<file path="config.mk">
export PLATFORM = sky130hd
export DESIGN_NAME = switch_csr_indirect_access
export DESIGN_NICKNAME = d
export VERILOG_FILES = /design/src/switch_csr_indirect_access.v /design/src/switch_window_decode.v
export VERILOG_INCLUDE_DIRS = /design/src
export SDC_FILE = /design/constraint.sdc
export NUM_CORES = 1
export LEC_CHECK = 0
export BUFFER_PORTS_ARGS = -buffer_cell sky130_fd_sc_hd__buf_2
export CORE_ASPECT_RATIO = 0.6
export CORE_MARGIN = 5
export CORE_UTILIZATION = 52
export CTS_CLUSTER_SIZE = 25
export DETAILED_ROUTE_END_ITERATION = 10
export PLACE_DENSITY = 0.81
export SLEW_MARGIN = 5
export SYNTH_ARGS = -nofsm -noshare
export SYNTH_HDL_FRONTEND = slang
export SYNTH_HIERARCHICAL = 1
export SYNTH_SLANG_ARGS = --single-unit
</file>
<file path="constraint.sdc">
create_clock -name core_clk -period 2.16 [get_ports core_clk]
set_input_delay 0.108 -clock core_clk [delete_from_list [all_inputs] [get_ports core_clk]]
set_output_delay 0.108 -clock core_clk [all_outputs]
set_load 0.005 [all_outputs]
</file>
<file path="src/switch_csr_map.vh">
// register offsets, field positions and reset values of the switch register bridge
// Behaviour
// - write only bytes whose select bit set
// - select bit n gates data byte n
// - command low 16 bits hold address, reset zero
// - pause high holds address bits 47:32, reset ones
// - eeprom bytes 05h,06h preload pause high
// - pause low holds bits 31:0, fixed default
// - eeprom bytes 01h..04h preload pause low
// - same eeprom bytes load host address registers
// - host may overwrite pause registers after init
// - write-only window 200h to 2DCh decoded
// - window write loads command and starts write
// - busy clears when window write completes
// - 200h maps 0001h, 204h maps 0004h
// - port registers map in groups of four
// - writing busy starts transfer, self-clears
// - direction bit zero writes, one reads
`ifndef SWITCH_CSR_MAP_VH
`define SWITCH_CSR_MAP_VH

// byte offsets on the host bus
`define OFF_CMD          12'h0b0
`define OFF_DATA         12'h0ac
`define OFF_PAUSE_HIGH   12'h1f0
`define OFF_PAUSE_LOW    12'h1f4
`define OFF_WIN_FIRST    12'h200
`define OFF_WIN_LAST     12'h2dc

// command register fields
`define CMD_BUSY_BIT     31
`define CMD_DIR_BIT      30
`define CMD_STEP_UP_BIT  29
`define CMD_STEP_DN_BIT  28
`define CMD_BSEL_HI      19
`define CMD_BSEL_LO      16
`define CMD_ADDR_HI      15
`define CMD_ADDR_LO      0

// reset values
`define RST_CMD          32'h0000_0000
`define RST_DATA         32'h0000_0000
`define RST_PAUSE_HIGH   16'hffff
`define BSEL_ALL         4'hf

// axi responses
`define RESP_OKAY        2'b00
`define RESP_DECERR      2'b11

`endif

</file>
<file path="src/switch_csr_indirect_access.v">
// axi4-lite bridge from the host into the switch fabric register space
`timescale 1ns/1ps
`include "switch_csr_map.vh"
module switch_csr_indirect_access #(
   parameter [31:0] PAUSE_LOW_DEFAULT = 32'h0012_3456  // arbitrary default address
) (
   // clock, reset, enable
   input  wire        core_clk,
   input  wire        rst_n,
   input  wire        clkEn,
   // axi4-lite write address
   input  wire        s_axi_awvalid,
   output wire        s_axi_awready,
   input  wire [11:0] s_axi_awaddr,
   // axi4-lite write data
   input  wire        s_axi_wvalid,
   output wire        s_axi_wready,
   input  wire [31:0] s_axi_wdata,
   input  wire [3:0]  s_axi_wstrb,
   // axi4-lite write response
   output reg         s_axi_bvalid,
   input  wire        s_axi_bready,
   output reg  [1:0]  s_axi_bresp,
   // axi4-lite read address
   input  wire        s_axi_arvalid,
   output wire        s_axi_arready,
   input  wire [11:0] s_axi_araddr,
   // axi4-lite read data
   output reg         s_axi_rvalid,
   input  wire        s_axi_rready,
   output reg  [31:0] s_axi_rdata,
   output reg  [1:0]  s_axi_rresp,
   // switch fabric register port
   output wire        fabReq,
   output wire        fabRead,
   output reg  [15:0] fabAddr,
   output reg  [3:0]  fabByteSel,
   output wire [31:0] fabWriteMask,
   output reg  [31:0] fabWriteData,
   input  wire        fabAck,
   input  wire [31:0] fabReadData,
   // eeprom loader
   input  wire        eepromLoad,
   input  wire [47:0] eepromMac,
   input  wire        initDone,
   // mac addresses
   output reg  [15:0] pauseMacHigh,
   output reg  [31:0] pauseMacLow,
   output reg  [15:0] hostMacHigh,
   output reg  [31:0] hostMacLow
);
   // fabric engine states, one-hot
   localparam [1:0] ST_IDLE = 2'b01;
   localparam [1:0] ST_BUSY = 2'b10;

   reg  [1:0]  state;       // fabric engine state
   reg         dirRead;     // direction bit, 1 selects a read
   reg         stepUp;      // stored step-up mode bit
   reg         stepDown;    // stored step-down mode bit
   reg  [11:0] awAddrQ;     // captured write address
   reg         awHeld;      // write address waiting
   reg  [31:0] wDataQ;      // captured write data
   reg  [3:0]  wStrbQ;      // captured write strobes
   reg         wHeld;       // write data waiting
   reg  [31:0] readValue;   // read mux output
   reg         readHit;     // read address decoded
   wire [15:0] winAddr;     // fabric address of the window word
   wire        busy;        // transfer busy flag
   wire        doWrite;     // both write halves present this cycle
   wire        winHit;      // write address inside the window
   wire [11:0] winOffset;   // offset relative to window base
   wire [31:0] pauseHighMerged; // pause high merged with the bus bytes

   // merges bus bytes into an old value under the strobes
   function [31:0] mergeBytes;
      input [31:0] oldVal;
      input [31:0] newVal;
      input [3:0]  strb;
      integer k;
      begin
         mergeBytes = oldVal;
         for (k = 0; k < 4; k = k + 1) begin
            if (strb[k]) begin
               mergeBytes[k*8 +: 8] = newVal[k*8 +: 8];
            end
         end
      end
   endfunction

   // true when a word address falls inside the write window
   function inWindow;
      input [11:0] addr;
      begin
         inWindow = (addr[11:2] >= `OFF_WIN_FIRST >> 2) && (addr[11:2] <= `OFF_WIN_LAST >> 2);
      end
   endfunction

   assign busy      = state[1];
   assign fabReq    = busy;            // level request until the fabric acks
   assign fabRead   = dirRead;
   assign winHit    = inWindow(awAddrQ);
   assign winOffset = awAddrQ - `OFF_WIN_FIRST;
   assign pauseHighMerged = mergeBytes({16'h0000, pauseMacHigh}, wDataQ, wStrbQ);

   // byte select expands to a 32-bit write mask, one lane per bit
   genvar g;
   generate
      for (g = 0; g < 4; g = g + 1) begin : laneMask
         assign fabWriteMask[g*8 +: 8] = {8{fabByteSel[g] & ~dirRead}};
      end
   endgenerate

   // window index to fabric register address
   switch_window_decode windowMap (
      .winIndex   (winOffset[7:2]),
      .fabricAddr (winAddr)
   );

   // channels accept only while no response is pending, one write at a time
   assign s_axi_awready = ~awHeld & ~s_axi_bvalid;
   assign s_axi_wready  = ~wHeld & ~s_axi_bvalid;
   assign s_axi_arready = ~s_axi_rvalid;
   assign doWrite       = awHeld & wHeld & ~s_axi_bvalid;

   // write address and data capture, in either order
   always @(posedge core_clk or negedge rst_n) begin
      if (!rst_n) begin
         awHeld  <= 1'b0;
         awAddrQ <= 12'h000;
         wHeld   <= 1'b0;
         wDataQ  <= 32'h0000_0000;
         wStrbQ  <= 4'h0;
      end else if (clkEn) begin
         if (s_axi_awvalid && s_axi_awready) begin
            awHeld  <= 1'b1;
            awAddrQ <= s_axi_awaddr;
         end else if (doWrite) begin
            awHeld <= 1'b0;
         end
         if (s_axi_wvalid && s_axi_wready) begin
            wHeld  <= 1'b1;
            wDataQ <= s_axi_wdata;
            wStrbQ <= s_axi_wstrb;
         end else if (doWrite) begin
            wHeld <= 1'b0;
         end
      end
   end

   // write response, raised the cycle after both halves are present
   always @(posedge core_clk or negedge rst_n) begin
      if (!rst_n) begin
         s_axi_bvalid <= 1'b0;
         s_axi_bresp  <= `RESP_OKAY;
      end else if (clkEn) begin
         if (doWrite) begin
            s_axi_bvalid <= 1'b1;
            if (winHit || awAddrQ[11:2] == `OFF_CMD >> 2 || awAddrQ[11:2] == `OFF_DATA >> 2 ||
                awAddrQ[11:2] == `OFF_PAUSE_HIGH >> 2 || awAddrQ[11:2] == `OFF_PAUSE_LOW >> 2) begin
               s_axi_bresp <= `RESP_OKAY;
            end else begin
               s_axi_bresp <= `RESP_DECERR;  // unmapped
            end
         end else if (s_axi_bready) begin
            s_axi_bvalid <= 1'b0;
         end
      end
   end

   // command, data and fabric engine; host writes to them are dropped while busy,
   // which keeps address and data stable for the whole transfer
   always @(posedge core_clk or negedge rst_n) begin
      if (!rst_n) begin
         state        <= ST_IDLE;
         dirRead      <= 1'b0;
         stepUp       <= 1'b0;
         stepDown     <= 1'b0;
         fabAddr      <= 16'h0000;
         fabByteSel   <= 4'h0;
         fabWriteData <= `RST_DATA;
      end else if (clkEn) begin
         case (state)
            ST_IDLE: begin
               if (doWrite && winHit) begin
                  // window write: mapped address, all bytes, write, go
                  fabAddr      <= winAddr;
                  fabByteSel   <= `BSEL_ALL;
                  dirRead      <= 1'b0;
                  fabWriteData <= mergeBytes(32'h0000_0000, wDataQ, wStrbQ);
                  state        <= ST_BUSY;
               end else if (doWrite && awAddrQ[11:2] == `OFF_CMD >> 2) begin
                  if (wStrbQ[0]) fabAddr[7:0] <= wDataQ[7:0];
                  if (wStrbQ[1]) fabAddr[15:8] <= wDataQ[15:8];
                  if (wStrbQ[2]) fabByteSel <= wDataQ[`CMD_BSEL_HI:`CMD_BSEL_LO];
                  if (wStrbQ[3]) begin
                     dirRead  <= wDataQ[`CMD_DIR_BIT];
                     stepUp   <= wDataQ[`CMD_STEP_UP_BIT];
                     stepDown <= wDataQ[`CMD_STEP_DN_BIT];
                     if (wDataQ[`CMD_BUSY_BIT]) begin
                        state <= ST_BUSY;
                     end
                  end
               end else if (doWrite && awAddrQ[11:2] == `OFF_DATA >> 2) begin
                  fabWriteData <= mergeBytes(fabWriteData, wDataQ, wStrbQ);
               end
            end
            ST_BUSY: begin
               // request held unchanged until the fabric acknowledges
               if (fabAck) begin
                  state <= ST_IDLE;
                  if (dirRead) begin
                     fabWriteData <= fabReadData;  // read result lands in data register
                  end
               end
            end
            default: state <= ST_IDLE;
         endcase
      end
   end

   // mac address registers; eeprom load wins over a host write in the same cycle;
   // host writes wait for init, so a load made before init is kept until init; after init the host may overwrite the pause registers
   always @(posedge core_clk or negedge rst_n) begin
      if (!rst_n) begin
         pauseMacHigh <= `RST_PAUSE_HIGH;
         pauseMacLow  <= PAUSE_LOW_DEFAULT;  // fixed default
         hostMacHigh  <= `RST_PAUSE_HIGH;
         hostMacLow   <= PAUSE_LOW_DEFAULT;
      end else if (clkEn) begin
         if (eepromLoad) begin
            pauseMacHigh <= eepromMac[47:32];  // bytes 05h then 06h
            pauseMacLow  <= eepromMac[31:0];   // bytes 01h to 04h
            hostMacHigh  <= eepromMac[47:32];
            hostMacLow   <= eepromMac[31:0];
         end else if (initDone && doWrite && awAddrQ[11:2] == `OFF_PAUSE_HIGH >> 2) begin
            pauseMacHigh <= pauseHighMerged[15:0];
         end else if (initDone && doWrite && awAddrQ[11:2] == `OFF_PAUSE_LOW >> 2) begin
            pauseMacLow <= mergeBytes(pauseMacLow, wDataQ, wStrbQ);
         end
      end
   end

   // read decode; the window reads as zero since it is write-only
   always @* begin
      readHit   = 1'b1;
      readValue = 32'h0000_0000;
      case (s_axi_araddr[11:2])
         `OFF_CMD >> 2:
            readValue = {busy, dirRead, stepUp, stepDown, 8'h00, fabByteSel, fabAddr};
         `OFF_DATA >> 2:
            readValue = fabWriteData;
         `OFF_PAUSE_HIGH >> 2:
            readValue = {16'h0000, pauseMacHigh};
         `OFF_PAUSE_LOW >> 2:
            readValue = pauseMacLow;
         default: begin
            readHit = inWindow(s_axi_araddr);
         end
      endcase
   end

   // read data, answered the cycle after the address is taken
   always @(posedge core_clk or negedge rst_n) begin
      if (!rst_n) begin
         s_axi_rvalid <= 1'b0;
         s_axi_rdata  <= 32'h0000_0000;
         s_axi_rresp  <= `RESP_OKAY;
      end else if (clkEn) begin
         if (s_axi_arvalid && s_axi_arready) begin
            s_axi_rvalid <= 1'b1;
            s_axi_rdata  <= readValue;
            s_axi_rresp  <= readHit ? `RESP_OKAY : `RESP_DECERR;
         end else if (s_axi_rready) begin
            s_axi_rvalid <= 1'b0;
         end
      end
   end
endmodule // switch_csr_indirect_access

</file>
<file path="src/switch_window_decode.v">
// maps a direct write window word index to its switch fabric register address
`timescale 1ns/1ps
module switch_window_decode (
   // window word index, offset 200h is index 0
   input  wire [5:0]  winIndex,
   // mapped fabric register address
   output reg  [15:0] fabricAddr
);
   reg [3:0] portIdx;  // index within the port section
   // ports repeat one four-entry pattern, so they are computed, the rest looked up
   always @* begin
      portIdx = 4'h0;
      case (winIndex)
         6'h00: fabricAddr = 16'h0001;
         6'h01: fabricAddr = 16'h0004;
         6'h02, 6'h03, 6'h04, 6'h05, 6'h06, 6'h07,
         6'h08, 6'h09, 6'h0a, 6'h0b, 6'h0c, 6'h0d: begin
            portIdx = winIndex[3:0] - 4'h2;
            // port base 0400h, 0800h, 0c00h plus one of four register slots
            fabricAddr = {4'h0, portIdx[3:2] + 2'h1, 2'b00, 8'h00};
            case (portIdx[1:0])
               2'd0:    fabricAddr[7:0] = 8'h01;
               2'd1:    fabricAddr[7:0] = 8'h40;
               2'd2:    fabricAddr[7:0] = 8'h41;
               default: fabricAddr[7:0] = 8'h80;
            endcase
         end
         // switch engine group
         6'h0e: fabricAddr = 16'h1800;
         6'h0f: fabricAddr = 16'h1801;
         6'h10: fabricAddr = 16'h1802;
         6'h11: fabricAddr = 16'h1809;
         6'h12: fabricAddr = 16'h180b;
         6'h13: fabricAddr = 16'h180c;
         6'h14: fabricAddr = 16'h1811;
         6'h15: fabricAddr = 16'h1812;
         6'h16: fabricAddr = 16'h1840;
         6'h17: fabricAddr = 16'h1841;
         6'h18: fabricAddr = 16'h1842;
         6'h19: fabricAddr = 16'h1843;
         6'h1a: fabricAddr = 16'h1845;
         6'h1b: fabricAddr = 16'h1846;
         6'h1c: fabricAddr = 16'h1847;
         6'h1d: fabricAddr = 16'h1848;
         6'h1e: fabricAddr = 16'h1849;
         6'h1f: fabricAddr = 16'h184a;
         6'h20: fabricAddr = 16'h184b;
         6'h21: fabricAddr = 16'h184d;
         6'h22: fabricAddr = 16'h1855;
         6'h23: fabricAddr = 16'h1856;
         6'h24: fabricAddr = 16'h1857;
         6'h25: fabricAddr = 16'h1880;
         // buffer manager group
         6'h26: fabricAddr = 16'h1c00;
         6'h27: fabricAddr = 16'h1c01;
         6'h28: fabricAddr = 16'h1c02;
         6'h29: fabricAddr = 16'h1c03;
         6'h2a: fabricAddr = 16'h1c04;
         6'h2b: fabricAddr = 16'h1c09;
         6'h2c: fabricAddr = 16'h1c0a;
         6'h2d: fabricAddr = 16'h1c0c;
         6'h2e: fabricAddr = 16'h1c0d;
         6'h2f: fabricAddr = 16'h1c0e;
         6'h30: fabricAddr = 16'h1c0f;
         6'h31: fabricAddr = 16'h1c10;
         6'h32: fabricAddr = 16'h1c11;
         6'h33: fabricAddr = 16'h1c12;
         6'h34: fabricAddr = 16'h1c13;
         6'h35: fabricAddr = 16'h1c14;
         6'h36: fabricAddr = 16'h1c15;
         6'h37: fabricAddr = 16'h1c20;
         default: fabricAddr = 16'h0000;  // outside the window, never used
      endcase
   end
endmodule // switch_window_decode

</file>
==> impl_metrics.env, run 1 <==
export IMPL_outcome="finished with violations"
export IMPL_violations="negative hold slack"
export IMPL_path_max_fanout=9
export IMPL_first_pass_iters=7
export IMPL_vias=12790
export IMPL_drv_slew=0
export IMPL_drc_errors=0
export IMPL_synth_xor_area_share_pct=0.2120
export IMPL_ff2ff_path_depth=10
export IMPL_synth_simple_area_share_pct=16.98
export IMPL_die_x_um=209.3
export IMPL_p_leak_nw=7.883
export IMPL_hold_viol_final=1
export IMPL_drtIter0Drc=1447
export IMPL_min_from="fabReadData[7]"
export IMPL_ys_warn_count=6
export IMPL_die_area_um2=27120
export IMPL_synthMuxAreaShare_pct=4.695
export IMPL_grt_overflow=0
export IMPL_arrival_ns=2.46
export IMPL_nNetsFinal=1876
export IMPL_avgSynthCellArea_um2=10.00
export IMPL_grt_max_degree=71
export IMPL_cts_buffer_depth=3
export IMPL_fin_skew_ns=0.01871
export IMPL_cts_buffers=22
export IMPL_cap_violations=0
export IMPL_p_per_area_nw_per_um2=1110
export IMPL_grt_pass1_wl_mm=77.27
export IMPL_syn_area_um2=12390
export IMPL_antenna_found_initial=7
export IMPL_synth_cell_types=81
export IMPL_drive_gt1_share_pct=36.91
export IMPL_root_buffer="clkbuf_16"
export IMPL_hold_end="fabWriteData[7]"
export IMPL_synth_seq_cells=237
export IMPL_vdd_drop_max_v=0.0007141
export IMPL_antenna_left=0
export IMPL_cp_end_kind="flip-flop"
export IMPL_io_pins=374
export IMPL_area_growth_pct=35.23
export IMPL_power_mw=18.60
export IMPL_synth_compound_area_share_pct=22.42
export IMPL_synth_edf_count=0
export IMPL_grt_pass1_vias=12650
export IMPL_gp_congestion=0.9964
export IMPL_worst_setup_path_type="flip-flop to flip-flop"
export IMPL_initial_core_util_pct=53.19
export IMPL_period_share_pct=94.81
export IMPL_die_y_um=129.6
export IMPL_crit_required_ns=2.57
export IMPL_slew_headroom_pct=56.05
export IMPL_rr_endpoint="fabAddr[12]"
export IMPL_vias_per_cell=6.228
export IMPL_synthArstFlopShare_pct=100.0
export IMPL_setup_viol=0
export IMPL_reg2reg_from="awAddrQ[2]"
export IMPL_fmax_mhz=488.3
export IMPL_synthFlopType="dfrtp_1"
export IMPL_avgRoutedWirePerCell_um=24.96
export IMPL_syn_inst=1239
export IMPL_drt_wl_total_mm=51.27
export IMPL_hold_depth=3
export IMPL_synth_fa_ha_area_share_pct=0.6058
export IMPL_min_path_type="primary input to flip-flop"
export IMPL_crit_path_start_kind="flip-flop"
export IMPL_hpwl_mm=36.83
export IMPL_final_util_pct=71.93
export IMPL_clkTransAtPathRegs_ns=0.07
export IMPL_worst_pin_slew_ns=0.6593
export IMPL_grt_total_usage_pct=36.77
export IMPL_core_um2=23300
export IMPL_whs_ns=-0.005421
export IMPL_finalCriticalPeriod_ns=2.048
export IMPL_clock_sinks=237
export IMPL_cts_max_level=1
export IMPL_ys_seq_area_share_pct=48.37
export IMPL_placementRows=43
export IMPL_synth_top_family_by_area="compound AO/OA/AOI/OAI gates"
export IMPL_clkLatencyLatePin_ns=0.52
export IMPL_io_buffers=369
export IMPL_regToRegSetupSlack_ns=0.11
export IMPL_cts_tree="yes"
[worst max path at each step]
stage / from / end / slack (ns) / cells past startpoint
finish: awAddrQ[2] / fabAddr[12] / 0.11 / 10
detailed placement: awAddrQ[6] / pauseMacLow[3] / -0.05 / 5
floorplan: awAddrQ[4] / fabAddr[11] / 0.21 / 10
global placement: awAddrQ[2] / fabAddr[11] / 0.05 / 8
CTS: awAddrQ[6] / pauseMacLow[3] / 0.02 / 5
global route: awAddrQ[2] / fabAddr[12] / -0.02 / 10
[synthesized netlist by cell type, drive strengths merged, types with 16 or more instances]
cell type,number,area [µm²]
a211oi,23,267.8
a21oi,67,335.3
a22o,39,341.6
a22oi,87,653.1
and3,22,137.6
buf,84,599.3
clkbuf,49,183.9
dfrtp,186,4654
dfstp,51,1340
mux2,49,551.8
nand2,177,664.4
nand3b,19,142.6
nor2,79,301.5
nor3,39,205.2
o211ai,16,120.1
o21ai,16,87.59
o22ai,43,269.0
o2bb2ai,25,219.0
[power breakdown]
| group | leakage (nW) | total (mW) | switching (mW) | internal (mW) |
|---|---|---|---|---|
| clock network | 0.347 | 3.88 | 1.72 | 2.16 |
| logic | 4.65 | 7.02 | 3.56 | 3.46 |
| registers | 2.89 | 7.70 | 1.94 | 5.76 |
[per-layer routing]
layer,routed length [µm],track usage [%],vias up
met1,20080,50.11,6180
met3,7523,15.49,182
met4,2373,13.73,6
met2,21240,52.74,918
li1,-,-,5507
met5,50,0,-
[sequential cells by signal, indices dropped and copies added (netlist names), 2 cells and up]
register	flops
awAddrQ	10
fabAddr	16
fabByteSel	4
fabWriteData	32
hostMacHigh	16
hostMacLow	32
pauseMacHigh	16
pauseMacLow	32
s_axi_rdata	32
state	2
wDataQ	32
wStrbQ	4
[cells in the final DEF, fill, tap and decap left out, drive strengths merged, types with 12 or more instances in the layout]
master and count:
a211oi 23, a21oi 67, a22o 39, a22oi 87, and3 22, buf 454
clkbuf 35, dfrtp 186, dfstp 51, dlygate4sd3 131, inv 12, mux2 49
nand2 177, nand3 14, nand3b 19, nor2 79, nor3 39, nor3b 12
o211ai 16, o21ai 16, o22a 12, o22ai 43, o2bb2ai 25, o31ai 12
[area by class of cell]
type                    count  area (µm²)
inverters                  12       45.04
diodes                      5       12.51
well taps                 315       394.1
repair buffers            585        3969
multi-input cells         861        5643
clock inverters             4       18.77
clock buffers              35       680.7
flip-flops and latches    237        5995
fillers                  1628        6539
[per-stage QoR]
| step | worst slack (ns) | instances | cell area, µm² | setup TNS (ns) |
|---|---|---|---|---|
| floorplan | 0.2145 | 1243 | 12410 | 0 |
| global placement | 0.04935 | 1878 | 14690 | 0 |
| detailed placement | -0.04537 | 1878 | 14690 | -0.1413 |
| CTS | 0.01724 | 2048 | 16710 | 0 |
| global route | -0.02150 | 2052 | 16750 | -0.02150 |
| finish | 0.1121 | 2054 | 16760 | 0 |
[worst max-delay path, cell delays in order (launching register included)]
cell	delay, ns
dfrtp_1	0.41
inv_1	0.10
ha_2	0.24
buf_12	0.15
nor3_4	0.18
nor4_1	0.08
a311oi_2	0.33
buf_4	0.17
nand3_1	0.07
a21oi_1	0.14
o2bb2ai_1	0.08
[kinds of logic after synthesis]
| group | count (synthesis) |
|---|---|
| flops | 237 |
| simple gates | 422 |
| compound gates | 373 |
| xor+xnor | 3 |
| mux | 52 |
| other cells | 1 |
| buf+inv | 145 |
| fa+ha+maj | 6 |
[timing repair]
item / CTS / global route
gates resized for setup: 2 / 11
pin swaps: 1 / 1
buffers inserted: 0 / 1
endpoints found under the hold margin: 243 / 0
hold buffers: 131 / 0
endpoints found under the setup margin: 13 / 37
Note: power is estimated with default switching activity, not from simulation.
==> run 2: changes to the inputs <==
--- a/config.mk
+++ b/config.mk
@@ -10,6 +10,7 @@
 export CORE_ASPECT_RATIO = 0.6
 export CORE_MARGIN = 5
 export CORE_UTILIZATION = 52
+export CTS_BUF_LIST = sky130_fd_sc_hd__clkbuf_4 sky130_fd_sc_hd__clkbuf_8 sky130_fd_sc_hd__clkbuf_16
 export CTS_CLUSTER_SIZE = 25
 export DETAILED_ROUTE_END_ITERATION = 10
 export PLACE_DENSITY = 0.81
==> impl_metrics.env, run 2 (synthesis gave the netlist of run 1 again) <==
export IMPL_fin_skew_ns=0.02296
export IMPL_vias=12790
export IMPL_path_cells="buf_4 -> ha_2 -> nor2_1 -> buf_4 -> o22ai_1 -> a21oi_1 -> o311ai_0 -> a21oi_1 -> o2bb2ai_1"
export IMPL_cts_max_level=1
export IMPL_hold_viol_final=1
export IMPL_worst_setup_path_type="flip-flop to flip-flop"
export IMPL_die_x_um=209.3
export IMPL_grt_max_degree=71
export IMPL_setup_viol=0
export IMPL_io_pins=374
export IMPL_cts_tree="yes"
export IMPL_finalCriticalPeriod_ns=2.041
export IMPL_crit_required_ns=2.58
export IMPL_drv_slew=0
export IMPL_path_max_fanout=8
export IMPL_final_util_pct=72.00
export IMPL_fillers=1620
export IMPL_arrival_ns=2.46
export IMPL_worst_pin_slew_ns=0.6561
export IMPL_cts_buffers=22
export IMPL_min_path_type="primary input to flip-flop"
export IMPL_area_growth_pct=35.35
export IMPL_dp_cells=1878
export IMPL_p_leak_nw=7.903
export IMPL_nNetsFinal=1876
export IMPL_avgRoutedWirePerCell_um=24.94
export IMPL_hpwl_mm=36.83
export IMPL_crit_path_start_kind="flip-flop"
export IMPL_vdd_drop_max_v=0.0007061
export IMPL_layout_commonest_cell="buf_2"
export IMPL_cap_violations=0
export IMPL_grt_pass1_vias=12670
export IMPL_grt_total_usage_pct=36.68
export IMPL_clock_sinks=237
export IMPL_vias_per_cell=6.235
export IMPL_grt_pass1_wl_mm=77.03
export IMPL_antenna_left=0
export IMPL_cpPeakStageDelay_ns=0.42
export IMPL_fmax_mhz=490.1
export IMPL_p_per_area_nw_per_um2=1113
export IMPL_cp_end_kind="flip-flop"
export IMPL_core_um2=23300
export IMPL_final_cells=2051
export IMPL_die_y_um=129.6
export IMPL_multi_input_area_um2=5643
export IMPL_antenna_found_initial=6
export IMPL_whs_ns=-0.005720
export IMPL_io_buffers=369
export IMPL_drt_wl_total_mm=51.15
export IMPL_die_area_um2=27120
export IMPL_placementRows=43
export IMPL_cts_buffer_depth=3
export IMPL_period_share_pct=94.47
export IMPL_slowest_stage="dfrtp_1"
export IMPL_seqCellArea_um2=5995
export IMPL_outcome="finished with violations"
export IMPL_initial_core_util_pct=53.19
export IMPL_clkTransAtPathRegs_ns=0.07
export IMPL_drive_gt1_share_pct=37.25
export IMPL_violations="negative hold slack"
export IMPL_gp_congestion=0.9964
export IMPL_first_pass_iters=7
export IMPL_clkLatencyLatePin_ns=0.53
export IMPL_layout_common_cells="368 x buf_2, 186 x dfrtp_1, 176 x nand2_1, 131 x dlygate4sd3_1, 87 x a22oi_1"
export IMPL_root_buffer="clkbuf_16"
export IMPL_drc_errors=0
export IMPL_drtIter0Drc=1527
export IMPL_slew_headroom_pct=56.26
export IMPL_grt_overflow=0
## run 2: cell types whose count changed in the layout (fill, tap and decap cells not counted)
| cell | previous run | this run |
|---|---|---|
| clkbuf_1 | 6 | 0 |
| diode_2 | 5 | 2 |
| clkbuf_4 | 0 | 6 |
## run 2: power breakdown
| group | internal [mW] | total (mW) | switching [mW] |
|---|---|---|---|
| logic | 3.46 | 7.02 | 3.55 |
| registers | 5.76 | 7.71 | 1.96 |
| clock network | 2.23 | 3.95 | 1.72 |
| total | 11.4 | 18.7 | 7.23 |
## run 2: per-layer routing
layer  vias to the layer above  wire [µm]  track usage (%)
li1                       5518          -                -
met3                       166       7916            17.13
met5                         -         57                0
met1                      6200      19600            48.77
met2                       896      21510            53.25
met4                         8       2062            12.77
## run 2: worst paths after layout
kind	depth (start not counted)	end	slack, ns	startpoint
min in group asynchronous	2	s_axi_rdata[10]	0.17	rst_n
worst max register to register	9	fabAddr[3]	0.12	awAddrQ[2]
worst min-delay path	3	fabWriteData[7]	-0.006	fabReadData[7]
max in group asynchronous	3	hostMacHigh[3]	1.19	rst_n
worst min register to register	2	hostMacHigh[1]	0.46	hostMacHigh[1]
worst max-delay path	9	fabAddr[3]	0.12	awAddrQ[2]
## run 2: area by class of cell
class	count	share of cell area, %
well taps	315	2.350
clock buffers	35	4.192
clock inverters	4	0.1119
diodes	2	0.02984
repair buffers	585	23.66
multi-input cells	861	33.64
flip-flops and latches	237	35.74
inverters	12	0.2686
## run 2: worst max-delay path, delay by kind of cell, from the launching register on
family | cells | cell delay (ns)
buf+inv | 2 | 0.31
compound gates | 5 | 0.84
fa+ha+maj | 1 | 0.27
flops | 1 | 0.42
simple gates | 1 | 0.11
## run 2: per-stage QoR
step	setup WS, ns	area [µm²]	setup TNS [ns]	power, mW	hold WS, ns
global route	-0.008251	16770	-0.008251	19.55	0.01663
CTS	0.01724	16730	0	18.30	0.0001467
floorplan	0.2145	12410	0	10.90	-0.1876
detailed placement	-0.04537	14690	-0.1413	14.17	0.1092
finish	0.1194	16770	0	18.67	-0.005720
global placement	0.04935	14690	0	14.00	0.1115
## run 2: what timing repair did
item                                    CTS  global route
hold endpoints to repair                243             0
hold buffers                            131             0
buffers inserted                          0             1
pin swaps                                 1             1
endpoints found under the setup margin   13            34
gates resized for setup                   2            11
==> run 3: changes to the inputs <==
--- a/config.mk
+++ b/config.mk
@@ -6,7 +6,7 @@
 export SDC_FILE = /design/constraint.sdc
 export NUM_CORES = 1
 export LEC_CHECK = 0
-export BUFFER_PORTS_ARGS = -buffer_cell sky130_fd_sc_hd__buf_2
+export BUFFER_PORTS_ARGS = -buffer_cell sky130_fd_sc_hd__buf_4
 export CORE_ASPECT_RATIO = 0.6
 export CORE_MARGIN = 5
 export CORE_UTILIZATION = 52
@@ -14,7 +14,7 @@
 export CTS_CLUSTER_SIZE = 25
 export DETAILED_ROUTE_END_ITERATION = 10
 export PLACE_DENSITY = 0.81
-export SLEW_MARGIN = 5
+export SLEW_MARGIN = 0
 export SYNTH_ARGS = -nofsm -noshare
 export SYNTH_HDL_FRONTEND = slang
 export SYNTH_HIERARCHICAL = 1
==> impl_metrics.env, run 3 (synthesis gave the netlist of run 1 again) <==
export IMPL_vias_per_cell=6.345
export IMPL_grt_setup_unrepaired="true"
export IMPL_p_seq_share_pct=39.7
export IMPL_cts_tree="yes"
export IMPL_crit_required_ns=2.60
export IMPL_first_pass_iters=7
export IMPL_die_x_um=209.3
export IMPL_clock_sinks=237
export IMPL_vdd_drop_max_v=0.0006558
export IMPL_die_area_um2=27120
export IMPL_drt_wl_total_mm=53.44
export IMPL_layout_commonest_cell="buf_4"
export IMPL_drtIter0Drc=1648
export IMPL_p_sw_share_pct=38.58
export IMPL_slew_headroom_pct=53.73
export IMPL_crit_path_start_kind="flip-flop"
export IMPL_min_path_type="primary input to flip-flop"
export IMPL_grt_pass1_vias=12750
export IMPL_p_sw_mw=7.680
export IMPL_worst_slack_ns=0.04446
export IMPL_ff2ff_path_depth=9
export IMPL_outcome="complete, no violations"
export IMPL_drive_gt1_share_pct=37.22
export IMPL_area_growth_pct=42.57
export IMPL_root_buffer="clkbuf_16"
export IMPL_crit_start="awAddrQ[3]"
export IMPL_final_cells=2046
export IMPL_power_internal_mw=12.23
export IMPL_die_y_um=129.6
export IMPL_fillers=1507
export IMPL_grt_total_usage_pct=37.56
export IMPL_p_leak_nw=8.073
export IMPL_hold_viol_final=0
export IMPL_drc_errors=0
export IMPL_place_ws_ns=-0.05644
export IMPL_p_per_area_nw_per_um2=1127
export IMPL_cpPeakStageDelay_ns=0.45
export IMPL_fmax_mhz=472.7
export IMPL_io_pins=374
export IMPL_multi_input_area_um2=5643
export IMPL_initial_core_util_pct=53.19
export IMPL_antenna_found_initial=5
export IMPL_slowest_stage="dfrtp_2"
export IMPL_clkPwrFrac_pct=22.3
export IMPL_finalCriticalPeriod_ns=2.116
export IMPL_arrival_ns=2.55
export IMPL_regToRegSetupSlack_ns=0.04
export IMPL_setup_viol=0
export IMPL_grt_overflow=0
export IMPL_cap_violations=0
export IMPL_layout_common_cells="434 x buf_4, 184 x dfrtp_1, 176 x nand2_1, 130 x dlygate4sd3_1, 87 x a22oi_1"
export IMPL_drv_slew=0
export IMPL_crit_path_end="fabAddr[0]"
export IMPL_worst_setup_path_type="flip-flop to flip-flop"
export IMPL_vias=12980
export IMPL_avgRoutedWirePerCell_um=26.12
export IMPL_grt_pass1_wl_mm=78.45
export IMPL_cts_max_level=1
export IMPL_final_util_pct=75.84
export IMPL_grt_max_degree=76
export IMPL_reg2reg_from="awAddrQ[3]"
export IMPL_path_max_fanout=9
export IMPL_hpwl_mm=37.18
export IMPL_fin_skew_ns=0.01978
export IMPL_dp_cells=1867
export IMPL_cts_buffer_depth=3
export IMPL_seqCellArea_um2=5997
export IMPL_io_buffers=369
export IMPL_nNetsFinal=1867
export IMPL_period_share_pct=97.94
export IMPL_clkTransAtPathRegs_ns=0.07
export IMPL_clkLatencyLatePin_ns=0.53
export IMPL_core_um2=23300
export IMPL_cts_buffers=24
export IMPL_comb_power_share_pct=38.0
export IMPL_path_cells="inv_1 -> ha_2 -> nor2_1 -> buf_4 -> a221o_1 -> a2bb2oi_1 -> nand4_1 -> a21oi_1 -> o2bb2ai_1"
export IMPL_worst_pin_slew_ns=0.6940
export IMPL_placementRows=43
export IMPL_antenna_left=0
export IMPL_gp_congestion=0.9767
export IMPL_rr_endpoint="fabAddr[0]"
export IMPL_cp_end_kind="flip-flop"
[run 3: cell count changes in the layout (fill, tap and decap cells not counted), sizes merged]
cell	delta
clkinvlp	+3
clkbuf	-1
bufinv	+2
dlygate4sd3	-1
buf	-10
clkinv	-2
diode	+4
[run 3: power groups by stage]
| stage | combinational (mW) | sequential [mW] | clock (mW) |
|---|---|---|---|
| floorplan | 4.02 | 6.88 | 0 |
| global placement | 6.86 | 7.66 | 0 |
| detailed placement | 6.98 | 7.71 | 0 |
| CTS | 7.22 | 7.65 | 4.41 |
| global route | 8.12 | 7.91 | 4.62 |
| finish | 7.56 | 7.90 | 4.44 |
[run 3: per-stage QoR]
step | total power, mW | area, µm² | hold WS, ns | TNS [ns]
4_1_cts | 19.28 | 17590 | 0.007963 | 0
6_report | 19.91 | 17670 | 0.02160 | 0
3_3_place_gp | 14.52 | 15460 | 0.1188 | 0
2_1_floorplan | 10.90 | 12410 | -0.1876 | 0
5_1_grt | 20.65 | 17660 | 0.01897 | -0.1281
3_5_place_dp | 14.69 | 15460 | 0.1230 | -0.08799
[run 3: how the worst min path moves through the flow]
stage,start,end,cells past startpoint
final,s_axi_araddr[3],s_axi_rdata[2],3
after global routing,fabReadData[23],fabWriteData[23],3
after CTS,s_axi_araddr[3],s_axi_rdata[2],3
after detailed placement,rst_n,fabWriteData[10],1
after global placement,rst_n,s_axi_rdata[8],1
after floorplan,rst_n,awAddrQ[10],0
[run 3: what timing repair did]
item	4_1_cts	5_1_grt
hold endpoints to repair	240	0
hold buffers	130	0
gates resized for setup	2	14
endpoints found under the setup margin	5	52
buffers inserted	0	2
pin swaps	0	2
[run 3: per-layer routing]
layer,track usage [%],share of wire (%),vias to the layer above,routed length [µm]
li1,-,-,5489,-
met1,50.23,38,6323,20240
met2,55.00,43,1000,22750
met3,16.79,16,167,8299
met4,12.42,4.0,2,2133
met5,0.3448,0.024,-,13
[run 3: area by class of cell]
| cell class | count | area share, % |
|---|---|---|
| Timing Repair Buffer | 574 | 26.86 |
| Clock inverter | 7 | 0.5453 |
| Sequential cell | 237 | 33.94 |
| Clock buffer | 34 | 4.136 |
| Tap cell | 315 | 2.231 |
| Multi-Input combinational cell | 861 | 31.94 |
| Antenna cell | 6 | 0.08499 |
| Inverter | 12 | 0.2550 |
[run 3: worst max-delay path, delay by kind of cell, from the launching register on]
kind | cells | cell delay [ns]
buf+inv | 2 | 0.30
simple gates | 2 | 0.18
flops | 1 | 0.45
compound gates | 4 | 0.76
fa+ha+maj | 1 | 0.34
